--- src/ebct_defines.vh ---
// constants for the external bus cycle timing block
`ifndef EBCT_DEFINES_VH
`define EBCT_DEFINES_VH

// ************************************************************
// register byte offsets
// ************************************************************
`define EBCT_OFS_CFG0 8'h00
`define EBCT_OFS_CFG1 8'h04
`define EBCT_OFS_CFG2 8'h08
`define EBCT_OFS_CFG3 8'h0C
`define EBCT_OFS_CFG4 8'h10
`define EBCT_OFS_STAT 8'h14

// ************************************************************
// bus configuration field positions
// ************************************************************
`define EBCT_F_WAIT_LO 0
`define EBCT_F_WAIT_HI 3
`define EBCT_F_CMDDLY 4
`define EBCT_F_FLOAT 5
`define EBCT_F_MUX 7
`define EBCT_F_STRETCH 9
`define EBCT_F_HSEN 12
`define EBCT_CFG_MASK 16'h12BF

// ************************************************************
// reset values
// ************************************************************
`define EBCT_RST_CFG0 16'h0280
`define EBCT_RST_CFGX 16'h0000

// ************************************************************
// timing
// ************************************************************
`define EBCT_SYNC_EXTRA 4'h2

`endif

--- src/ebct_rdy_sync.v ---
// two-stage synchroniser for the ready pin
`timescale 1ns/1ps
module ebct_rdy_sync (
  input wire CLK_SYS,
  input wire RST_N,
  input wire d,
  output wire q
);
  reg s1_ff;
  reg s2_ff;
  always @(posedge CLK_SYS or negedge RST_N) begin
    if (!RST_N) begin
      s1_ff <= 1'b1;
      s2_ff <= 1'b1;
    end else begin
      s1_ff <= d;
      s2_ff <= s1_ff;
    end
  end
  assign q = s2_ff;
endmodule // ebct_rdy_sync

--- src/ebct_top.v ---
// external bus cycle timing engine with axi4-lite configuration
// Operation
// stretch bit lengthens strobe by half clock
// stretch also holds address, shifts transfer; the code adds the address hold phase only when mux is also set
// default stretch resets one, windows zero
// insert fifteen minus field wait states
// stall cpu during access wait states
// float bit zero adds one idle state
// idle state alone never stalls cpu
// multiplexed mode adds implicit idle state
// delay bit zero delays command half clock
// command delay never lengthens the cycle
// software should delay commands on multiplexed
// internal full speed, external slowest at reset
// handshake uses low three wait bits
// top wait bit selects ready mode
// async ready adds synchroniser wait states
// peripheral drives ready low when done
// peripheral may release ready on command rise
// handshake cycle waits for ready forever
// software enables clock output for sync ready
// ready at first sample ends cycle
// software programs waits for normally ready parts
// accesses outside windows use default config
// cycle machine runs in half clock phases
//
// Design decisions made here: the register addresses and register access over AXI4-Lite.
`timescale 1ns/1ps
`include "ebct_defines.vh"
module ebct_top (
  input wire CLK_SYS,
  input wire RST_N,
  input wire [31:0] S_AXI_AWADDR,
  input wire S_AXI_AWVALID,
  output wire S_AXI_AWREADY,
  input wire [31:0] S_AXI_WDATA,
  input wire [3:0] S_AXI_WSTRB,
  input wire S_AXI_WVALID,
  output wire S_AXI_WREADY,
  output wire [1:0] S_AXI_BRESP,
  output wire S_AXI_BVALID,
  input wire S_AXI_BREADY,
  input wire [31:0] S_AXI_ARADDR,
  input wire S_AXI_ARVALID,
  output wire S_AXI_ARREADY,
  output wire [31:0] S_AXI_RDATA,
  output wire [1:0] S_AXI_RRESP,
  output wire S_AXI_RVALID,
  input wire S_AXI_RREADY,
  input wire REQ_VALID,
  input wire REQ_EXTERNAL,
  input wire [3:0] REQ_WINDOW,
  input wire REQ_WRITE,
  input wire REQ_NEEDED,
  output wire REQ_READY,
  output wire CPU_STALL,
  output wire BUS_BUSY,
  output wire STROBE,
  output wire ADDR_DRIVE,
  output wire CMD_RD_N,
  output wire CMD_WR_N,
  input wire READY_N
);
  // ************************************************************
  // phases, one-hot
  // ************************************************************
  localparam [7:0] ST_IDLE = 8'h01;
  localparam [7:0] ST_ALE = 8'h02;
  localparam [7:0] ST_AHOLD = 8'h04;
  localparam [7:0] ST_WAIT = 8'h08;
  localparam [7:0] ST_RDY = 8'h10;
  localparam [7:0] ST_END = 8'h20;
  localparam [7:0] ST_FLOAT = 8'h40;
  localparam [7:0] ST_INT = 8'h80;

  // ************************************************************
  // axi4-lite slave
  // ************************************************************
  reg [15:0] cfg_ff [0:4];
  reg aw_ff;
  reg w_ff;
  reg [31:0] awaddr_ff;
  reg [31:0] wdata_ff;
  reg [3:0] wstrb_ff;
  reg bvalid_ff;
  reg [1:0] bresp_ff;
  reg rvalid_ff;
  reg [31:0] rdata_ff;
  reg [1:0] rresp_ff;
  reg [7:0] st_ff;
  reg ready_seen_ff;
  wire do_wr = aw_ff && w_ff && !bvalid_ff;
  wire [7:0] wofs = awaddr_ff[7:0];
  wire wsel_ok = (awaddr_ff[31:8] == 24'h000000) && (wofs[1:0] == 2'b00) &&
                 (wofs <= `EBCT_OFS_CFG4);
  wire [2:0] widx = wofs[4:2];
  wire [7:0] rofs = S_AXI_ARADDR[7:0];
  wire rsel_hi = (S_AXI_ARADDR[31:8] == 24'h000000) && (rofs[1:0] == 2'b00);
  assign S_AXI_AWREADY = !aw_ff;
  assign S_AXI_WREADY = !w_ff;
  assign S_AXI_BVALID = bvalid_ff;
  assign S_AXI_BRESP = bresp_ff;
  assign S_AXI_ARREADY = !rvalid_ff;
  assign S_AXI_RVALID = rvalid_ff;
  assign S_AXI_RDATA = rdata_ff;
  assign S_AXI_RRESP = rresp_ff;

  always @(posedge CLK_SYS or negedge RST_N) begin
    if (!RST_N) begin
      aw_ff <= 1'b0;
      w_ff <= 1'b0;
      awaddr_ff <= 32'h00000000;
      wdata_ff <= 32'h00000000;
      wstrb_ff <= 4'h0;
      bvalid_ff <= 1'b0;
      bresp_ff <= 2'b00;
    end else begin
      if (S_AXI_AWVALID && !aw_ff) begin
        aw_ff <= 1'b1;
        awaddr_ff <= S_AXI_AWADDR;
      end
      if (S_AXI_WVALID && !w_ff) begin
        w_ff <= 1'b1;
        wdata_ff <= S_AXI_WDATA;
        wstrb_ff <= S_AXI_WSTRB;
      end
      if (do_wr) begin
        aw_ff <= 1'b0;
        w_ff <= 1'b0;
        bvalid_ff <= 1'b1;
        bresp_ff <= wsel_ok ? 2'b00 : 2'b10;
      end else if (bvalid_ff && S_AXI_BREADY) begin
        bvalid_ff <= 1'b0;
      end
    end
  end

  // mask as a sized vector so each byte lane takes only its own eight bits
  wire [15:0] cfg_mask = `EBCT_CFG_MASK;
  genvar gi;
  generate
    for (gi = 0; gi < 5; gi = gi + 1) begin : g_cfg
      // default config resets to the slowest cycle, windows to zero
      always @(posedge CLK_SYS or negedge RST_N) begin
        if (!RST_N) begin
          cfg_ff[gi] <= (gi == 0) ? `EBCT_RST_CFG0 : `EBCT_RST_CFGX;
        end else if (do_wr && wsel_ok && widx == gi) begin
          if (wstrb_ff[0])
            cfg_ff[gi][7:0] <= wdata_ff[7:0] & cfg_mask[7:0];
          if (wstrb_ff[1])
            cfg_ff[gi][15:8] <= wdata_ff[15:8] & cfg_mask[15:8];
        end
      end
    end
  endgenerate

  always @(posedge CLK_SYS or negedge RST_N) begin
    if (!RST_N) begin
      rvalid_ff <= 1'b0;
      rdata_ff <= 32'h00000000;
      rresp_ff <= 2'b00;
    end else if (S_AXI_ARVALID && !rvalid_ff) begin
      rvalid_ff <= 1'b1;
      rresp_ff <= 2'b00;
      if (rsel_hi && rofs <= `EBCT_OFS_CFG4)
        rdata_ff <= {16'h0000, cfg_ff[rofs[4:2]]};
      else if (rsel_hi && rofs == `EBCT_OFS_STAT)
        rdata_ff <= {23'h000000, ready_seen_ff, st_ff};
      else begin
        rdata_ff <= 32'h00000000;
        rresp_ff <= 2'b10;
      end
    end else if (rvalid_ff && S_AXI_RREADY) begin
      rvalid_ff <= 1'b0;
    end
  end

  // ************************************************************
  // window selection and config latch
  // ************************************************************
  reg [2:0] wsel;
  always @* begin
    wsel = 3'd0;
    if (REQ_WINDOW[3]) wsel = 3'd4;
    else if (REQ_WINDOW[2]) wsel = 3'd3;
    else if (REQ_WINDOW[1]) wsel = 3'd2;
    else if (REQ_WINDOW[0]) wsel = 3'd1;
  end

  reg [15:0] cur_ff;
  reg write_ff;
  reg need_ff;
  reg [4:0] cnt_ff;
  wire [3:0] wfield = cur_ff[`EBCT_F_WAIT_HI:`EBCT_F_WAIT_LO];
  wire hs_en = cur_ff[`EBCT_F_HSEN];
  wire async_rdy = wfield[3];
  wire stretch = cur_ff[`EBCT_F_STRETCH];
  wire mux = cur_ff[`EBCT_F_MUX];
  wire cmd_early = cur_ff[`EBCT_F_CMDDLY];
  wire float_off = cur_ff[`EBCT_F_FLOAT];

  // ************************************************************
  // ready sampling
  // ************************************************************
  reg rdy_sync_smp_ff;
  wire rdy_async;
  ebct_rdy_sync u_sync (
    .CLK_SYS(CLK_SYS),
    .RST_N(RST_N),
    .d(READY_N),
    .q(rdy_async)
  );
  // sync mode still needs two flops since the pin is foreign to this clock
  reg rs1_ff;
  always @(posedge CLK_SYS or negedge RST_N) begin
    if (!RST_N) begin
      rs1_ff <= 1'b1;
      rdy_sync_smp_ff <= 1'b1;
    end else begin
      rs1_ff <= READY_N;
      rdy_sync_smp_ff <= rs1_ff;
    end
  end
  wire rdy_act = async_rdy ? !rdy_async : !rdy_sync_smp_ff;

  // ************************************************************
  // cycle state machine, half-clock phases
  // ************************************************************
  reg [7:0] nxt_st;
  reg [4:0] nxt_cnt;
  reg cmd_on_ff;
  reg nxt_cmd_on;
  wire [4:0] wait_n = hs_en ? {2'b00, wfield[2:0]} :
                      {1'b0, 4'hF - wfield};
  wire [4:0] flt_n = {4'h0, !float_off} + {4'h0, mux};

  always @* begin
    nxt_st = st_ff;
    nxt_cnt = cnt_ff;
    nxt_cmd_on = cmd_on_ff;
    case (st_ff)
      ST_IDLE: begin
        if (REQ_VALID && !REQ_EXTERNAL) nxt_st = ST_INT;
        else if (REQ_VALID) begin
          nxt_st = ST_ALE;
          nxt_cnt = 5'd0;
        end
      end
      ST_INT: nxt_st = ST_IDLE;
      ST_ALE: begin
        // two half phases normally, three when stretched
        nxt_cnt = cnt_ff + 5'd1;
        if (cnt_ff == (stretch ? 5'd2 : 5'd1)) begin
          nxt_st = ST_AHOLD;
          nxt_cnt = 5'd0;
          nxt_cmd_on = cmd_early;
        end
      end
      ST_AHOLD: begin
        nxt_cnt = cnt_ff + 5'd1;
        nxt_cmd_on = 1'b1;
        if (cnt_ff == ((stretch && mux) ? 5'd1 : 5'd0)) begin
          nxt_cnt = 5'd0;
          nxt_st = (wait_n == 5'd0) ? (hs_en ? ST_RDY : ST_END) : ST_WAIT;
        end
      end
      ST_WAIT: begin
        nxt_cnt = cnt_ff + 5'd1;
        // each wait state is two phases, one cpu clock
        if (cnt_ff == {wait_n[3:0], 1'b0} - 5'd1) begin
          nxt_cnt = 5'd0;
          nxt_st = hs_en ? ST_RDY : ST_END;
        end
      end
      ST_RDY: begin
        nxt_cnt = (cnt_ff == 5'd31) ? cnt_ff : cnt_ff + 5'd1;
        // async mode waits extra phases for the synchroniser, no timeout
        if (rdy_act && (!async_rdy || cnt_ff >= {`EBCT_SYNC_EXTRA, 1'b0})) begin
          nxt_st = ST_END;
          nxt_cnt = 5'd0;
        end
      end
      ST_END: begin
        nxt_cmd_on = 1'b0;
        nxt_cnt = 5'd0;
        nxt_st = (flt_n == 5'd0) ? ST_IDLE : ST_FLOAT;
      end
      ST_FLOAT: begin
        nxt_cnt = cnt_ff + 5'd1;
        if (cnt_ff == {flt_n[3:0], 1'b0} - 5'd1) nxt_st = ST_IDLE;
      end
      default: nxt_st = ST_IDLE;
    endcase
  end

  always @(posedge CLK_SYS or negedge RST_N) begin
    if (!RST_N) begin
      st_ff <= ST_IDLE;
      cnt_ff <= 5'd0;
      cmd_on_ff <= 1'b0;
      cur_ff <= `EBCT_RST_CFG0;
      write_ff <= 1'b0;
      need_ff <= 1'b0;
      ready_seen_ff <= 1'b0;
    end else begin
      st_ff <= nxt_st;
      cnt_ff <= nxt_cnt;
      cmd_on_ff <= nxt_cmd_on;
      if (st_ff == ST_IDLE && REQ_VALID) begin
        cur_ff <= cfg_ff[wsel];
        write_ff <= REQ_WRITE;
        need_ff <= REQ_NEEDED;
      end
      if (st_ff == ST_RDY && nxt_st == ST_END) ready_seen_ff <= 1'b1;
      else if (st_ff == ST_ALE) ready_seen_ff <= 1'b0;
    end
  end

  // ************************************************************
  // outputs
  // ************************************************************
  wire busy = !(st_ff == ST_IDLE) && !(st_ff == ST_FLOAT) && !(st_ff == ST_INT);
  assign REQ_READY = (st_ff == ST_IDLE);
  assign CPU_STALL = busy && need_ff;
  assign BUS_BUSY = !(st_ff == ST_IDLE);
  assign STROBE = (st_ff == ST_ALE);
  assign ADDR_DRIVE = (st_ff == ST_ALE) || (st_ff == ST_AHOLD);
  assign CMD_RD_N = !(cmd_on_ff && !write_ff);
  assign CMD_WR_N = !(cmd_on_ff && write_ff);
endmodule // ebct_top

--- config.mk ---
export PLATFORM = sky130hd
export DESIGN_NAME = ebct_top
export DESIGN_NICKNAME = d
export VERILOG_FILES = /design/src/ebct_rdy_sync.v /design/src/ebct_top.v
export VERILOG_INCLUDE_DIRS = /design/src
export SDC_FILE = /design/constraint.sdc
export NUM_CORES = 1
export LEC_CHECK = 0
export BUFFER_PORTS_ARGS = -buffer_cell sky130_fd_sc_hd__buf_4
export CAP_MARGIN = 20
export CORE_MARGIN = 5
export CORE_UTILIZATION = 59
export DETAILED_ROUTE_END_ITERATION = 10
export PLACE_DENSITY = 0.86
export SLEW_MARGIN = 15
export SYNTH_ARGS = -nofsm -noshare
export SYNTH_HDL_FRONTEND = slang
export SYNTH_SLANG_ARGS = --single-unit
--- constraint.sdc ---
create_clock -name CLK_SYS -period 6.1 [get_ports CLK_SYS]
set_input_delay 1.22 -clock CLK_SYS [delete_from_list [all_inputs] [get_ports CLK_SYS]]
set_output_delay 1.22 -clock CLK_SYS [all_outputs]
set_load 0.02 [all_outputs]
==> qor.txt, run 1 <==
commonest non-fill, non-tap cell in the layout -> dfrtp_1
first-pass GRT wire length -> 27780 um
# DRC -> 0
Crit Path Class -> flip-flop to output pin
synth unique cells -> 68
Clock Pin Slew Worst Setup and Hold Paths -> 60 ps
Post-synth EDFFs -> 0
ys async rst share -> 100.0%
worst hold slack -> 352.0 ps
Synth Area in XOR/XNOR -> 1.122%
fmax -> 270.6 MHz
setup TNS -> 0 ps
critical path arrival -> 2480 ps
die height -> 119.1 um
GP Congestion -> 0.9347
clock buffer depth -> 2
DR iter-0 viols -> 441
die area -> 14190 sq um
Max Cap Viol -> 0
Synth Area in Adders -> 1.033%
layout cells sized above 1 -> 27.14%
ANT nets after route -> 0
Initial Utilization -> 60.75%
area fraction of the dominant cell type after synthesis -> 44.88%
# placed instances -> 880
antenna violations before repair -> 0
area occupied by registers -> 3337 sq um
post-layout minimum cycle time -> 3695 ps
number of top-level pins -> 164
count of non-filler cells in the finished layout -> 913
hold_buf cts -> 0
final hold vios -> 0
GRT Util Overall -> 24.45%
number of global-route vias before repair -> 5567
post-route clock skew -> 5.729 ps
Synth Area in Compound Gates -> 10.26%
area occupied by multi-input gates -> 3347 sq um
RSZ-0062 raised after global routing -> no
CP max FO -> 12
TritonRoute pass-1 iters -> 5
core area -> 11560 sq um
#FFs+latches synth -> 133
postcts setup bufs -> 0
Final Setup Violations -> 0
worst vdd ir -> 352.7 uV
max-slew violation count -> 0
clk sinks -> 133
Worst-Margin Slew -> 992.3 ps
Leak Pwr -> 3.874 nW
Tcrit/Tclk final -> 60.58%
Simple-Gate Fraction of Synth Area -> 14.98%
Clk Tree Root Cell -> clkbuf_16
# rows -> 39
Wirelength per Cell -> 18.42 um
Inserted Clock Buffers -> 17
grt ovf -> 0
sequential area share after synthesis -> 47.50%
Fillers -> 794
WP data required -> 4880 ps
most frequent cells in the layout -> dfrtp_1, buf_4, nand2_1, mux2_1, mux2_2
ranking of synthesized cells by area -> dfrtp_1, mux2_1, mux2_2
PortBufs -> 115
Mapped Cells -> 657
PwrDens -> 340.2 nW/um^2
Nets -> 878
Syn. warnings -> 0
Crit. End Element -> output pin
worst hold path type -> flip-flop to flip-flop
CTS resizes -> 0
total power draw -> 2.868 mW
placed wire-length estimate -> 11910 um
largest net degree at the start of global routing -> 86
syn avg cell area -> 10.69 sq um
top_reg_cell synth -> dfrtp_1
area leader, netlist -> dfrtp_1
# diodes -> 0
Vias -> 5327
drt total wl -> 16810 um
status -> completed
Critical Path Source Type -> flip-flop
die width -> 119.1 um
H-tree levels -> 4
CTS tree -> built
largest family of logic cells by synthesized area -> multiplexers
drt via density -> 5.835
Worst-Skew Late Latency -> 420 ps
Mapped Area -> 7025 sq um
Max-slew headroom -> 33.60%
multiplexer area fraction after synthesis -> 18.98%
Layout area overhead -> 19.98%
## cell type report
| class | count | share of cell area, % |
|---|---|---|
| multi-input cells | 463 | 39.71 |
| flip-flops and latches | 133 | 39.59 |
| repair buffers | 118 | 10.55 |
| clock buffers | 20 | 5.418 |
| well taps | 143 | 2.123 |
| clock inverters | 12 | 1.544 |
| inverters | 24 | 1.069 |
## registers in the layout (all words and copies together), names as in the netlist, 2 cells and up
name         count
awaddr_ff       32
cfg_ff          45
st_ff            8
cnt_ff           5
wstrb_ff         2
wdata_ff         9
cur_ff           9
S_AXI_RDATA     11
## Yosys cell counts (8+ instances only)
master	count
buf_4	25
mux2i_1	23
a21oi_1	31
dfrtp_1	126
nand4_1	8
nor2_1	21
nand2b_1	20
inv_1	23
o22ai_1	11
clkbuf_1	20
o21ai_0	27
nand3_1	9
o21ai_1	10
mux2_1	60
nor4_1	13
nand2_1	66
nor3_1	16
mux2_2	38
## report_power, final
| group | leakage (nW) | internal, mW | switching [mW] | total [mW] |
|---|---|---|---|---|
| clock network | 0.274 | 0.621 | 0.382 | 1.00 |
| logic | 1.88 | 0.304 | 0.323 | 0.628 |
| registers | 1.72 | 1.06 | 0.172 | 1.24 |
| total | 3.87 | 1.99 | 0.878 | 2.87 |
## metal layers
metal  up-vias  share of wire (%)  global-route usage, %  routed length (um)
met5         -                  0                      0                   0
met4         0                2.3                  9.776                 380
met3        39                4.6                  5.024                 775
met2       163                 52                  42.11                8759
met1      2631                 41                  30.20                6899
li1       2494                  -                      -                   -
## kinds of logic (layout without fill, tap and decap cells)
logic type / after synthesis / in the layout
AOI/OAI and AO/OA: 113 / 113
xor gates and xnor gates: 9 / 9
adders and majority gates: 6 / 6
buffers and inverters: 83 / 174
DFF: 133 / 133
muxes: 121 / 121
other: 1 / 23
and+or+nand+nor: 191 / 191
## worst max-delay path, cell delays in order, from the launching register on
cell and delay, ps:
dfrtp_1 570, or4_4 630, or4_1 540, o311a_1 160
buf_4 160
## final timing paths
check	from	endpoint	slack [ps]	cells past startpoint
max in group asynchronous	RST_N	wdata_ff[3]	4120	2
max reg2reg	awaddr_ff[20]	cfg_ff[0]	3450	5
max	st_ff[4]	CPU_STALL	2400	4
min reg2reg	rs1_ff	u_sync.q	350	0
min	rs1_ff	u_sync.q	350	0
min in group asynchronous	RST_N	S_AXI_RDATA[8]	840	1
## stage by stage
| stage | util [%] | setup slack [ps] | area [sq um] |
|---|---|---|---|
| floorplan | - | 3157 | 7108 |
| global placement | 67.72 | 2888 | 7831 |
| detailed placement | 67.72 | 2848 | 7831 |
| CTS | 72.79 | 2395 | 8418 |
| global route | 72.89 | 2316 | 8429 |
| finish | 72.89 | 2405 | 8429 |
Power figures use the tool's default switching activity.
==> run 2: changes to the inputs <==
ABC_AREA = 1   (was not set)
CORE_UTILIZATION = 49   (was 59)
PLACE_DENSITY = 0.76   (was 0.86)
clock period = 3 ns   (was 6.1 ns; I/O delays follow)
==> qor.txt, run 2 <==
commonest non-fill, non-tap cell in the layout -> nand2_1
Initial Utilization -> 49.78% (-11 points)
Vias -> 6180 (+16%)
area leader, netlist -> dfrtp_1
Inserted Clock Buffers -> 17 (unchanged)
Clk Tree Root Cell -> clkbuf_16
ys async rst share -> 100.0% (unchanged)
clk sinks -> 133 (unchanged)
drt total wl -> 16970 um (+0.95%)
WP data required -> 2400 ps (-2480 ps)
Wirelength per Cell -> 13.81 um (-25%)
Mapped Area -> 7236 sq um (+3.0%)
# placed instances -> 1197 (+36%)
GP Congestion -> 0.8476 (-9.3%)
# rows -> 44 (+13%)
top_reg_cell synth -> dfrtp_1
synth unique cells -> 45 (-34%)
Fillers -> 1292 (+63%)
Worst-Skew Late Latency -> 420 ps (about the same)
Mapped Cells -> 917 (+40%)
most frequent cells in the layout -> nand2_1, inv_1, dfrtp_1, buf_4, nor2_1
GR peak layer -> met2
die width -> 131.5 um (+10%)
M2 GR Usage -> 33.32% (-8.8 points)
post-route clock skew -> 8.194 ps (+2.465 ps)
post-layout minimum cycle time -> 2401 ps
GR Util met1 -> 26.36% (-3.8 points)
die height -> 131.5 um (+10%)
met3 Usage GRT -> 6.002% (+0.98 points)
slowest stage delay, CP -> 460 ps (-170 ps)
PwrDens -> 732.0 nW/um^2 (+120%)
dpl ws -> 615.0 ps (-2233 ps)
GRT Util Overall -> 20.51% (-3.9 points)
Clock Pin Slew Worst Setup and Hold Paths -> 70 ps (about the same)
setup TNS -> 0 ps (unchanged)
Worst-Margin Slew -> 801.1 ps (-191.2 ps)
layout cells sized above 1 -> 19.90% (-7.2 points)
final hold vios -> 0 (unchanged)
Reg with most FFs -> cfg_ff
Crit Path Class -> flip-flop to output pin
die area -> 17300 sq um (+22%)
fmax -> 416.4 MHz
clock buffer depth -> 2 (unchanged)
count of non-filler cells in the finished layout -> 1229 (+35%)
Max Cap Viol -> 0 (unchanged)
Final WS setup -> 598.7 ps (-1806 ps)
Critical Path Source Type -> flip-flop
max reg flops -> 45 (unchanged)
number of top-level pins -> 164 (unchanged)
CP Cell Sequence -> nor2_2, nand2_1, inv_1, nand4_1, o2111a_1, buf_4
Post-synth EDFFs -> 0 (unchanged)
antenna violations before repair -> 0 (unchanged)
status -> completed
core area -> 14530 sq um (+26%)
H-tree levels -> 4 (unchanged)
drt via density -> 5.028 (-14%)
Nets -> 1153 (+31%)
post-route cell area -> 8773 sq um (+4.1%)
top-count cell post-synth -> nand2_1
Leak Pwr -> 4.880 nW (+26%)
CTS resizes -> 0 (unchanged)
syn avg cell area -> 7.891 sq um (-26%)
worst hold slack -> 198.7 ps (-153.2 ps)
sequential area share after synthesis -> 46.12% (-1.4 points)
DR iter-0 viols -> 473 (+7.3%)
# DRC -> 0 (unchanged)
total power draw -> 6.422 mW (+120%)
worst vdd ir -> 576.3 uV (+63%)
Crit. End Element -> output pin
Syn. warnings -> 0 (unchanged)
Placed Area -> 8179 sq um (+4.4%)
Max-slew headroom -> 46.46% (+13 points)
TritonRoute pass-1 iters -> 7 (+2)
ranking of synthesized cells by area -> dfrtp_1, nand2_1, inv_1
# diodes -> 0 (unchanged)
postcts setup bufs -> 0 (unchanged)
#FFs+latches synth -> 133 (unchanged)
worst hold path type -> input port to asynchronous set/reset pin
PortBufs -> 115 (unchanged)
CTS tree -> built
Layout Utilization -> 60.37% (-13 points)
placed wire-length estimate -> 12760 um (+7.2%)
critical path arrival -> 1800 ps (-680 ps)
RSZ-0062 raised after global routing -> no
CP max FO -> 4 (-8)
hold_buf cts -> 0 (unchanged)
max-slew violation count -> 0 (unchanged)
slowest cell on the critical path -> dfrtp_1
Tcrit/Tclk final -> 80.04%
Post-synth top cells -> nand2_1, inv_1, dfrtp_1, nor2_1, a21oi_1
Layout area overhead -> 21.25%
largest net degree at the start of global routing -> 72 (-16%)
Final Setup Violations -> 0 (unchanged)
first-pass GRT wire length -> 29770 um (+7.2%)
grt ovf -> 0 (unchanged)
number of global-route vias before repair -> 6256 (+12%)
ANT nets after route -> 0 (unchanged)
area fraction of the dominant cell type after synthesis -> 43.58% (-1.3 points)
run 2: cell types whose count changed after synthesis, sizes merged, moves of 10 or more:
cell    previous run  this run
nor2              21        75
a21oi             31        61
o21ai             38        84
mux2i             23         0
mux2              98        17
inv               23       153
nand2             67       203
o211ai             1        13
nand2b            20         0
nand3             10        64
clkbuf            20        10
run 2: where the power goes:
part | internal, mW | switching (mW) | total [mW]
Clock | 1.25 | 0.845 | 2.09
Combinational | 0.671 | 1.08 | 1.75
Sequential | 2.21 | 0.367 | 2.58
run 2: path summary, 6_finish.rpt:
check	start	endpoint	slack, ps	cells past startpoint
setup / recovery	st_ff[1]	CPU_STALL	600	6
hold / removal	RST_N	awaddr_ff[18]	200	1
setup reg to reg	cur_ff[12]	cnt_ff[4]	930	14
hold reg to reg	rs1_ff	u_sync.q	360	0
max in group asynchronous	RST_N	cfg_ff[71]	2070	2
min in group CLK_SYS	READY_N	rs1_ff	280	1
run 2: area by class of cell:
cell class | instances | area [sq um] | area share [%]
Sequential cell | 133 | 3337 | 38.03
Multi-Input combinational cell | 602 | 3087 | 35.18
Timing Repair Buffer | 124 | 947.2 | 10.80
Inverter | 154 | 578.1 | 6.589
Clock buffer | 18 | 429.2 | 4.892
Tap cell | 184 | 230.2 | 2.624
Clock inverter | 14 | 165.2 | 1.882
run 2: critical path: cells and delay by family (launching register included):
family / cells / cell delay (ps)
AOI/OAI and AO/OA: 1 / 190
DFF: 1 / 460
buffers and inverters: 2 / 250
and+or+nand+nor: 3 / 500
run 2: routing by layer:
metal / vias to the layer above / wire length, um
met5: - / 0
met4: 0 / 323
met3: 26 / 961
met2: 172 / 8170
met1: 2827 / 7518
li1: 3155 / -
run 2: cells by family after synthesis:
family / count (synthesis) / share of synthesized area (%)
XOR/XNOR: 5 / 0.6052
multiplexers: 17 / 2.646
adder cells (fa/ha/maj): 5 / 0.8646
buffers and inverters: 204 / 12.36
flip-flops: 133 / 46.12
AO/OA/AOI/OAI: 179 / 13.52
AND/OR/NAND/NOR: 373 / 23.83
other: 1 / 0.05183
==> run 3: changes to the inputs <==
clock period = 2.2 ns   (was 3 ns; I/O delays follow)
==> qor.txt, run 3 (synthesis results as in run 2) <==
status -> finished with violations
failing checks -> negative hold slack
Leak Pwr -> 4.981 nW (+2.1%)
worst r2r src -> awaddr_ff[21]
# DRC -> 0 (unchanged)
worst hold slack -> -10.94 ps (-209.7 ps)
drt total wl -> 17600 um (+3.7%)
clk sinks -> 133 (unchanged)
max-slew violation count -> 0 (unchanged)
number of global-route vias before repair -> 6132 (-2.0%)
# rows -> 44 (unchanged)
Cell Int Power -> 5.503 mW (+33%)
number of top-level pins -> 164 (unchanged)
Vias -> 6331 (+2.4%)
Comb pwr share -> 28.4% (+1.2 points)
PwrDens -> 977.9 nW/um^2 (+34%)
first-pass GRT wire length -> 29880 um (+0.37%)
Max-slew headroom -> 60.55% (+14 points)
Fillers -> 1263 (-2.2%)
register-to-register setup slack -> 310 ps (-620 ps)
final hold vios -> 7 (+7)
post-layout minimum cycle time -> 2145 ps
CP max FO -> 5 (+1)
Final Setup Violations -> 0 (unchanged)
post-route cell area -> 8936 sq um (+1.9%)
Reg with most FFs -> cfg_ff
area occupied by multi-input gates -> 3112 sq um (+0.81%)
placed wire-length estimate -> 13100 um (+2.6%)
Crit. End Element -> output pin
antenna violations before repair -> 0 (unchanged)
grt ovf -> 0 (unchanged)
Clk Tree Root Cell -> clkbuf_16
drt via density -> 5.069 (+0.80%)
Layout Utilization -> 61.48% (+1.1 points)
die area -> 17300 sq um (unchanged)
GRT Util Overall -> 20.65% (+0.14 points)
# diodes -> 0 (unchanged)
Clock Pin Slew Worst Setup and Hold Paths -> 60 ps (about the same)
Switching Share -> 37.03% (+1.4 points)
fmax -> 466.2 MHz
Nets -> 1173 (+1.7%)
DR iter-0 viols -> 523 (+11%)
commonest non-fill, non-tap cell in the layout -> nand2_1
Critical Path Source Type -> flip-flop
r2r endpoint -> cfg_ff[50]
Clock Power Share -> 31.5% (-1.1 points)
PortBufs -> 115 (unchanged)
worst r2r path cells -> 8 (-6)
Worst-Margin Slew -> 591.7 ps (-209.4 ps)
core area -> 14530 sq um (unchanged)
Crit Path Class -> flip-flop to output pin
critical path arrival -> 1700 ps (-100 ps)
CTS tree -> built
Initial Utilization -> 49.78% (unchanged)
most frequent cells in the layout -> nand2_1, inv_1, buf_4, dfrtp_1, nor2_1
area occupied by registers -> 3339 sq um (about the same)
die width -> 131.5 um (unchanged)
post-route clock skew -> 7.841 ps (-0.3526 ps)
Inserted Clock Buffers -> 17 (unchanged)
Wirelength per Cell -> 14.09 um (+2.0%)
Setup crit start -> st_ff[3]
max reg flops -> 45 (unchanged)
Max Cap Viol -> 0 (unchanged)
ANT nets after route -> 0 (unchanged)
Tcrit/Tclk final -> 97.50%
Layout area overhead -> 23.50%
die height -> 131.5 um (unchanged)
TritonRoute pass-1 iters -> 5 (-2)
Worst-Skew Late Latency -> 430 ps (about the same)
Flop pwr share -> 40.1% (about the same)
H-tree levels -> 4 (unchanged)
GP Congestion -> 0.8770 (+3.5%)
worst vdd ir -> 698.4 uV (+21%)
Placed Area -> 8277 sq um (+1.2%)
layout cells sized above 1 -> 22.16% (+2.3 points)
WP data required -> 1760 ps (-640 ps)
clock buffer depth -> 2 (unchanged)
worst hold path type -> input port to asynchronous set/reset pin
P_sw -> 3.236 mW (+41%)
largest net degree at the start of global routing -> 62 (-14%)
run 3: repair_timing:
action                     in CTS  in global routing
pin swaps                       0                  2
hold buffers                    0                  0
resized for setup               3                  7
setup endpoints to repair       1                  2
setup buffers                   1                  6
run 3: worst max path at each step:
stage                       endpoint  slack, ps  depth (start not counted)
after floorplan            CPU_STALL        430                          5
after global placement    cfg_ff[51]        340                          8
after detailed placement  cfg_ff[50]        320                          8
final                      CPU_STALL         60                          6
after CTS                  CPU_STALL          7                          6
after global routing       CPU_STALL         -9                          6
run 3: stage by stage:
stage	TNS, ps	hold slack, ps	cells	power, mW	worst slack [ps]
2_1_floorplan	0	144.4	939	5.162	430.5
3_3_place_gp	0	346.8	1210	5.860	338.6
3_5_place_dp	0	347.3	1210	5.958	320.1
4_1_cts	0	13.70	1243	8.726	6.754
5_1_grt	-8.785	34.96	1249	9.307	-8.785
6_report	0	-10.94	1249	8.739	55.05
run 3: critical path, cell delays in order, from the launching register on:
cell and delay, ps:
dfrtp_2 440, nor2_4 160, nand3_1 140, nor2_4 150, inv_2 80, o2111a_1 150
buf_4 160
run 3: final cells by class:
| class | instances | share of cell area, % |
|---|---|---|
| timing repair buffer | 144 | 12.28 |
| clock buffer | 17 | 4.761 |
| tap | 184 | 2.576 |
| sequential | 133 | 37.37 |
| multi-input combinational | 602 | 34.82 |
| inverter | 154 | 6.469 |
| clock inverter | 15 | 1.722 |
run 3: power by group through the flow:
stage / Clock [mW] / Combinational (mW) / Sequential, mW
6_report: 2.75 / 2.48 / 3.51
5_1_grt: 2.92 / 2.81 / 3.58
4_1_cts: 2.78 / 2.45 / 3.49
3_5_place_dp: 0 / 2.43 / 3.53
3_3_place_gp: 0 / 2.36 / 3.50
2_1_floorplan: 0 / 1.76 / 3.41
run 3: per-layer routing:
metal  part of all wire (%)  global-route usage, %
met1                     44                  26.90
met2                     49                  34.48
met3                    5.6                  5.963
met4                    1.1                  4.400
met5                      0                      0
